### src/inc/bpp_map.vh
// Register offsets, field positions and reset values of the port block.
`ifndef BPP_MAP_VH
`define BPP_MAP_VH
`define BPP_OFS_PIN_DATA 4'h0
`define BPP_OFS_DIRECTION 4'h1
`define BPP_OFS_OUT_LATCH 4'h2
`define BPP_OFS_ANALOG_SEL 4'h3
`define BPP_OFS_FUNC_ENABLE 4'h4
`define BPP_RST_DIRECTION 8'hFF
`define BPP_RST_OUT_LATCH 8'h00
`define BPP_RST_ANALOG_SEL 8'h3F
`define BPP_ANALOG_MASK 8'h3F
`define BPP_RST_FUNC_ENABLE 8'h00
`define BPP_FE_DEBUG 0
`define BPP_FE_LCD 1
`define BPP_FE_ANALOG 2
`define BPP_FE_BIAS 3
`define BPP_FE_EXTINT 4
`define BPP_FE_CHANGE 5
`endif

### src/rtl/bpp_port.v
// Eight-pin bidirectional port with Avalon-MM registers and output priority.
//
// Added by the designer: the Avalon-MM slave port and the register addresses.
`timescale 1ns/1ps
`include "bpp_map.vh"
// Register map, one byte per word: 0 pin data, 1 direction,
// 2 output latch, 3 analog select, 4 function enable.
// Function enable bits: 0 debug, 1 LCD, 2 analog, 3 bias,
// 4 external interrupt, 5 change sense.
module bpp_port
(
	input wire core_clk, // System clock, 100 MHz.
	input wire sys_rst, // Synchronous reset, active high.
	input wire [3:0] avs_address, // Register word address.
	input wire avs_read, // Read request.
	input wire avs_write, // Write request.
	input wire [31:0] avs_writedata, // Write data.
	input wire [3:0] avs_byteenable, // Byte enables.
	output wire avs_waitrequest, // Stall until answer is ready.
	output reg [31:0] avs_readdata, // Read data.
	input wire [7:0] pinIn, // Pin levels from the pads.
	output wire [7:0] pinOut, // Pin output level.
	output wire [7:0] pinOe, // Pin output enable, high drives.
	input wire [7:0] lcdOutEn, // Segment/common drive enables.
	input wire [7:0] lcdOutVal, // Segment/common drive levels.
	input wire [7:0] biasOutEn, // Bias level enables, pins 1 to 3.
	input wire [7:0] biasOutVal, // Bias level drive values.
	input wire extIntOutEn, // External interrupt override on pin 0.
	input wire extIntOutVal, // External interrupt override level.
	input wire [7:0] changeOutEn, // Change-sense override enables.
	input wire [7:0] changeOutVal, // Change-sense override levels.
	input wire [1:0] debugOutEn, // Debug clock/data drive enables.
	input wire [1:0] debugOutVal, // Debug clock/data drive levels.
	output reg [7:0] digitalIn, // Synchronised digital pin levels.
	output reg [7:0] changeSenseIn, // Synchronised levels, analog-selected pins read low.
	output wire [7:0] analogEnable // Pin handed to the analog input.
);
	// Software-visible registers.
	reg [7:0] pinDirection_q;
	reg [7:0] outLatch_q;
	reg [7:0] analogSel_q;
	reg [5:0] funcEnable_q;

	// Pad synchroniser stages and the agreed pin level.
	reg [7:0] sync1_q;
	reg [7:0] sync2_q;
	reg [7:0] sync3_q;
	reg [7:0] pinLevel_q;

	// Bus handshake, register selects and read words.
	reg ack_q;
	wire access;
	wire [7:0] wrByte;
	wire [7:0] rmwValue;
	wire [7:0] readPins;
	reg [31:0] readMux;
	wire selData;
	wire selDir;
	wire selLatch;
	wire selAna;
	wire selFunc;
	wire wrTake;
	wire wrLane0;
	wire rdTake;
	wire [31:0] rdPinData;
	wire [31:0] rdDirection;
	wire [31:0] rdLatch;
	wire [31:0] rdAnalog;
	wire [31:0] rdFunc;

	// Owner codes of the pin output multiplexer, highest first.
	localparam OWN_DEBUG = 3'b000;
	localparam OWN_LCD = 3'b001;
	localparam OWN_ANALOG = 3'b010;
	localparam OWN_BIAS = 3'b011;
	localparam OWN_EXTINT = 3'b100;
	localparam OWN_CHANGE = 3'b101;
	localparam OWN_LATCH = 3'b110;

	assign access = (avs_read | avs_write) & ~ack_q;
	assign avs_waitrequest = (avs_read | avs_write) & ~ack_q;
	assign wrByte = avs_writedata[7:0];
	// Digital reads of analog pins are forced low.
	assign readPins = pinLevel_q & ~analogSel_q;
	// Unwritten lanes keep the sampled pin value, so the whole byte lands.
	assign rmwValue = avs_byteenable[0] ? wrByte : readPins;
	assign analogEnable = analogSel_q & {8{funcEnable_q[`BPP_FE_ANALOG]}};

	// Register selects, used by the write paths only; the read mux decodes avs_address itself.
	assign selData = (avs_address == `BPP_OFS_PIN_DATA);
	assign selDir = (avs_address == `BPP_OFS_DIRECTION);
	assign selLatch = (avs_address == `BPP_OFS_OUT_LATCH);
	assign selAna = (avs_address == `BPP_OFS_ANALOG_SEL);
	assign selFunc = (avs_address == `BPP_OFS_FUNC_ENABLE);
	// A write lands on the edge where waitrequest is low.
	assign wrTake = avs_write & ack_q;
	// Lane zero gates every register except the pin data register.
	assign wrLane0 = wrTake & avs_byteenable[0];
	assign rdTake = access & avs_read;

	// Read words: the upper three bytes are always zero.
	assign rdPinData = {24'h0000_00, readPins};
	assign rdDirection = {24'h0000_00, pinDirection_q};
	assign rdLatch = {24'h0000_00, outLatch_q};
	assign rdAnalog = {24'h0000_00, analogSel_q};
	assign rdFunc = {24'h0000_00, 2'h0, funcEnable_q};

	// Two-cycle access: the first cycle stalls, the second answers.
	always @(posedge core_clk)
	begin
		if (sys_rst)
			ack_q <= 1'b0;
		else
			ack_q <= access;
	end

	// Three stages per pin; the second feeds the third, and both feed the filter.
	always @(posedge core_clk)
	begin
		if (sys_rst)
		begin
			sync1_q <= 8'h00;
			sync2_q <= 8'h00;
			sync3_q <= 8'h00;
		end
		else
		begin
			sync1_q <= pinIn;
			sync2_q <= sync1_q;
			sync3_q <= sync2_q;
		end
	end

	// A change counts once the second and third stages agree.
	always @(posedge core_clk)
	begin
		if (sys_rst)
			pinLevel_q <= 8'h00;
		else
			pinLevel_q <= (sync2_q & sync3_q)
				| (pinLevel_q & (sync2_q | sync3_q));
	end

	// Reset leaves every pin an input, with analog select set on pins 0 to 5.
	always @(posedge core_clk)
	begin
		if (sys_rst)
		begin
			pinDirection_q <= `BPP_RST_DIRECTION;
		end
		else if (wrLane0 & selDir)
		begin
			pinDirection_q <= wrByte;
		end
	end

	// A data write lands even with lane zero off, and then stores the sampled pins.
	always @(posedge core_clk)
	begin
		if (sys_rst)
		begin
			outLatch_q <= `BPP_RST_OUT_LATCH;
		end
		else if (wrTake & selData)
		begin
			outLatch_q <= rmwValue;
		end
		else if (wrLane0 & selLatch)
		begin
			outLatch_q <= wrByte;
		end
	end

	always @(posedge core_clk)
	begin
		if (sys_rst)
		begin
			analogSel_q <= `BPP_RST_ANALOG_SEL;
		end
		else if (wrLane0 & selAna)
		begin
			analogSel_q <= wrByte & `BPP_ANALOG_MASK;
		end
	end

	always @(posedge core_clk)
	begin
		if (sys_rst)
		begin
			funcEnable_q <= 6'h00;
		end
		else if (wrLane0 & selFunc)
		begin
			funcEnable_q <= wrByte[5:0];
		end
	end

	always @*
	begin
		case (avs_address)
			`BPP_OFS_PIN_DATA: readMux = rdPinData;
			`BPP_OFS_DIRECTION: readMux = rdDirection;
			`BPP_OFS_OUT_LATCH: readMux = rdLatch;
			`BPP_OFS_ANALOG_SEL: readMux = rdAnalog;
			`BPP_OFS_FUNC_ENABLE: readMux = rdFunc;
			default: readMux = 32'h0000_0000;
		endcase
	end

	always @(posedge core_clk)
	begin
		if (sys_rst)
			avs_readdata <= 32'h0000_0000;
		else if (rdTake)
			avs_readdata <= readMux;
	end

	// Digital buffer: analog-selected pins read low.
	always @(posedge core_clk)
	begin
		if (sys_rst)
			digitalIn <= 8'h00;
		else
			digitalIn <= readPins;
	end

	// Change sensing keeps running while the pin drives an output.
	always @(posedge core_clk)
	begin
		if (sys_rst)
			changeSenseIn <= 8'h00;
		else
			changeSenseIn <= readPins;
	end

	genvar i;
	generate
		for (i = 0; i < 8; i = i + 1)
		begin : gPin
			wire dbg;
			wire lcd;
			wire ana;
			wire bias;
			wire ext;
			wire chg;
			reg [2:0] owner;
			reg drv;
			reg val;

			// Debug lines: pin 6 uses index zero and pin 7 index one.
			assign dbg = (i >= 6) & funcEnable_q[`BPP_FE_DEBUG]
				& debugOutEn[i % 2];
			assign lcd = funcEnable_q[`BPP_FE_LCD] & lcdOutEn[i];
			// The analog channel claims only a pin left as an input.
			assign ana = analogEnable[i] & pinDirection_q[i];
			assign bias = (i >= 1) & (i <= 3) & funcEnable_q[`BPP_FE_BIAS]
				& biasOutEn[i];
			assign ext = (i == 0) & funcEnable_q[`BPP_FE_EXTINT] & extIntOutEn;
			assign chg = funcEnable_q[`BPP_FE_CHANGE] & changeOutEn[i];

			// The highest enabled claim owns the pin.
			always @*
			begin
				if (dbg)
				begin
					owner = OWN_DEBUG;
				end
				else if (lcd)
				begin
					owner = OWN_LCD;
				end
				else if (ana)
				begin
					owner = OWN_ANALOG;
				end
				else if (bias)
				begin
					owner = OWN_BIAS;
				end
				else if (ext)
				begin
					owner = OWN_EXTINT;
				end
				else if (chg)
				begin
					owner = OWN_CHANGE;
				end
				else
				begin
					owner = OWN_LATCH;
				end
			end

			// The owner decides driver enable and level.
			always @*
			begin
				case (owner)
					OWN_DEBUG:
					begin
						drv = 1'b1;
						val = debugOutVal[i % 2];
					end
					OWN_LCD:
					begin
						drv = 1'b1;
						val = lcdOutVal[i];
					end
					OWN_ANALOG:
					begin
						drv = 1'b0;
						val = 1'b0;
					end
					OWN_BIAS:
					begin
						drv = 1'b1;
						val = biasOutVal[i];
					end
					OWN_EXTINT:
					begin
						drv = 1'b1;
						val = extIntOutVal;
					end
					OWN_CHANGE:
					begin
						drv = 1'b1;
						val = changeOutVal[i];
					end
					OWN_LATCH:
					begin
						drv = ~pinDirection_q[i];
						val = outLatch_q[i];
					end
					default:
					begin
						drv = 1'b0;
						val = 1'b0;
					end
				endcase
			end
			assign pinOe[i] = drv;
			assign pinOut[i] = val & drv;
		end
	endgenerate
endmodule // bpp_port

### config.mk
export PLATFORM = sky130hd
export DESIGN_NAME = bpp_port
export DESIGN_NICKNAME = d
export VERILOG_FILES = /design/src/rtl/bpp_port.v
export VERILOG_INCLUDE_DIRS = /design/src /design/src/inc
export SDC_FILE = /design/constraint.sdc
export NUM_CORES = 1
export LEC_CHECK = 0
export BUFFER_PORTS_ARGS = -buffer_cell sky130_fd_sc_hd__buf_2
export CAP_MARGIN = 20
export CORE_MARGIN = 10
export CORE_UTILIZATION = 50
export DETAILED_ROUTE_END_ITERATION = 10
export GPL_TIMING_DRIVEN = 0
export PLACE_DENSITY = 0.95
export SLEW_MARGIN = 20
export SYNTH_ARGS = -nofsm -noshare
export SYNTH_HDL_FRONTEND = slang
export SYNTH_SLANG_ARGS = --single-unit
export TNS_END_PERCENT = 30
### constraint.sdc
create_clock -name core_clk -period 3.9 [get_ports core_clk]
set_input_delay 0.195 -clock core_clk [delete_from_list [all_inputs] [get_ports core_clk]]
set_output_delay 0.195 -clock core_clk [all_outputs]
set_load 0.1 [all_outputs]
==> run_results.csv <==
group,metric,value,unit
run_status,outcome,"completed",
synth,yosysTopAreaCell,"dfxtp_1",
routing,avgViaCountPerCell,5.19,
synth,synth_cell_type_count,40,
cells_and_area,drive_gt1_frac,0.314,
global_route,antenna_found_initial,0,
clocking,cts_max_level,3,
synth,synthAdderAreaFrac,0,
synth,synth_edf_count,0,
sta,setup_tns,0,ns
sta,finalHoldViolCount,0,
sta,min_period,2.78,ns
synth,syn_inst,432,
clocking,cts_max_path_buffers,2,
critical_path,arrival,2.59,ns
critical_path,crit_top_cell,"clkbuf_1",
routing,vias,3558,
floorplan,die_area,0.0112,mm²
sta,slew_headroom,0.428,
critical_path,cpPeakStageDelay,0.47,ns
clocking,root_buffer,"clkbuf_8",
floorplan,die_x,106,µm
synth,ys_ff_latch,77,
clocking,clock_sinks,77,
global_route,grt_pass1_wl,17200,µm
synth,ys_seq_area_frac,0.419,
routing,drcViolationCount,0,
global_route,grt_usage,0.187,
critical_path,critical-path-top-delay-family,"buffers and inverters",
clocking,cts_hold_buf,0,
sta,tightest_slew,0.856,ns
floorplan,initial_utilization,0.510,
critical_path,cp_num_buf_inv,3,
floorplan,coreArea,0.00721,mm²
routing,drtAntennaViolNets,0,
synth,synthMuxAreaShare,0.0483,
sta,setup_viol,0,
critical_path,critPathKind,"reg -> out",
placement,portBuffers,113,
placement,place_congestion,0.893,
global_route,grt_pass1_vias,3426,
flow_run,max-cap-violations,0,
synth,yosys.area.top_type_share,0.419,
synth,async_flop_share,0,
sta,rsz0062_at_grt,"no",
cells_and_area,n_antenna_cell,0,
synth,syn_area_per_cell,8.51,µm²
cells_and_area,fin_nets,687,
pwr,ir_drop,0.000217,V
cells_and_area,multi_input_area,0.00179,mm²
critical_path,path_cells,"clkbuf_1 > clkbuf_1 > a22oi_1 > o211ai_1 > a21boi_0 > buf_2",
floorplan,row_count,31,
clocking,clock_latency,0.35,ns
synth,synth_xor_area_frac,0,
floorplan,dieHeight,106,µm
global_route,grt_overflow,0,
critical_path,cp-start-kind,"register",
clocking,cts_buffers,9,
floorplan,ioPinCount,179,
synth,synth_compound_gate_area_share,0.184,
synth,synthSimpleGateAreaFrac,0.227,
clocking,tritoncts,"built",
routing,dr.pass1.iters,5,
routing,route.detailed.wl_per_inst,16.2,µm
critical_path,path_max_fanout,10,
sta,slew_violations,0,
critical_path,end_kind,"output port",
pwr,power.leakage,2.15,nW
sta,fmax,359,MHz
routing,routed_wl,11100,µm
routing,first_iter_violations,228,
pwr,p_per_area,364,mW/mm²
synth,dominantRegCellSynth,"dfxtp_1",
synth,syn_area,0.00368,mm²
sta,min_period_over_period,0.714,
global_route,grt_start_max_net_pins,16,
sta,worst_clock_skew,0.0116,ns
min_path,hold_class,"in -> reg",
placement,hpwlAfterDp,8890,µm
critical_path,slowest_stage,"clkbuf_1",
sta,holdWs,0.0486,ns
synth,ys_warn_count,0,
cells_and_area,register_area,0.00154,mm²
pwr,total_power,1.70,mW
cells_and_area,fillCellCount,606,
clocking,clkTransAtPathRegs,0.09,ns
clocking,ctsResizeCount,0,
synth,ys_top_cells_by_area,"dfxtp_1 42%, buf_4 8.8%, nor2b_1 5.8%, nand2_1 4.8%, o21ai_0 4.4%",
synth,synth_top_family_by_area,"simple AND/OR/NAND/NOR gates",
clocking,cts_setup_buffers,0,
critical_path,crit_required,3.70,ns
cells_and_area,area_growth,26.9,%
[worst paths after layout]
check	cells after the start	slack, ns	from	end
worst min-delay path	2	0.05	pinIn[7]	sync1_q[7]$_SDFF_PP0_
worst max register to register	6	2.30	ack_q$_SDFF_PP0_	pinDirection_q[5]$_SDFFE_PP1P_
worst max-delay path	6	1.12	funcEnable_q[5]$_SDFFE_PP0P_	pinOut[0]
worst min register to register	1	0.44	sync1_q[5]$_SDFF_PP0_	sync2_q[5]$_SDFF_PP0_
[worst reg2reg max path, cell delays in order (launching register included)]
cell and delay [ns]:
dfxtp_1 0.40, and3_1 0.21, and3_1 0.15, buf_2 0.20
buf_4 0.21, nor2_1 0.06, a211o_1 0.25
[metrics by stage]
stage / util / instance area (µm²) / cells / setup WS [ns]
final: 0.647 / 4670 / 685 / 1.12
after global routing: 0.647 / 4670 / 685 / 1.03
after CTS: 0.647 / 4670 / 685 / 1.12
after detailed placement: 0.618 / 4460 / 669 / 1.51
after global placement: 0.618 / 4460 / 669 / 1.46
after floorplan: - / 3770 / 457 / 0.293
[where the power goes]
part / switching (mW) / total, mW / internal, mW
sequential: 0.00733 / 0.807 / 0.799
clock: 0.320 / 0.624 / 0.304
combinational: 0.200 / 0.268 / 0.0678
total: 0.527 / 1.70 / 1.17
[cell usage after synthesis (9+ instances only)]
cell type,count
nor2b_1,34
dfxtp_1,77
a211oi_1,9
nand3_1,16
a211o_1,14
inv_1,11
a21oi_1,10
nor2_1,36
nand2_1,47
mux2i_1,11
clkbuf_1,15
o21ai_0,32
buf_4,43
[cell families (layout without fill, tap and decap cells)]
| group | count (synthesis) | after routing |
|---|---|---|
| multiplexers | 17 | 17 |
| other | 1 | 26 |
| AO/OA/AOI/OAI | 98 | 98 |
| AND/OR/NAND/NOR | 165 | 165 |
| flip-flops | 77 | 77 |
| buffers and inverters | 74 | 203 |
[cells in the final DEF (no fill, tap or decap), types with 3 or more instances in the layout]
cell type   Yosys  layout
clkinvlp_4      0       3
mux2_2          6       6
a211o_1        14      14
nor2b_1        34      34
clkbuf_1       15      15
buf_2           3     116
o211ai_1        4       4
nand3_1        16      16
a222oi_1        6       6
a21boi_0        3       3
a211oi_1        9       9
and2_1          6       6
nand3b_1        5       5
o21a_1          4       4
a21oi_1        10      10
nor2_1         36      36
clkbuf_8        0       9
mux2i_1        11      11
buf_4          43      43
and3_1          5       5
nand2_1        47      47
inv_1          11      11
a22oi_1         6       6
dfxtp_1        77      77
o21ai_0        32      32
conb_1          1      26
nand2b_1        7       7
[routing by layer]
metal / wire [µm] / vias up / track usage / share of wire
met5: 0 / - / 0 / 0
met4: 151 / 0 / 0.0648 / 0.014
met3: 1060 / 15 / 0.0548 / 0.095
met2: 5500 / 180 / 0.331 / 0.50
met1: 4370 / 1634 / 0.209 / 0.39
li1: - / 1729 / - / -
[final cells by class]
type | instances | area share
inverter | 11 | 0.00885
multi-input combinational | 306 | 0.383
clock buffer | 9 | 0.0265
clock inverter | 7 | 0.0174
buffer | 63 | 0.0861
timing repair buffer | 113 | 0.121
sequential | 77 | 0.330
tap | 99 | 0.0265
[flip-flops by register name, indices dropped and copies added (netlist names)]
signal	count
ack_q	1
analogSel_q	6
avs_readdata	8
changeSenseIn	8
funcEnable_q	6
outLatch_q	8
pinDirection_q	8
pinLevel_q	8
sync1_q	8
sync2_q	8
sync3_q	8
Power figures use the tool's default switching activity.
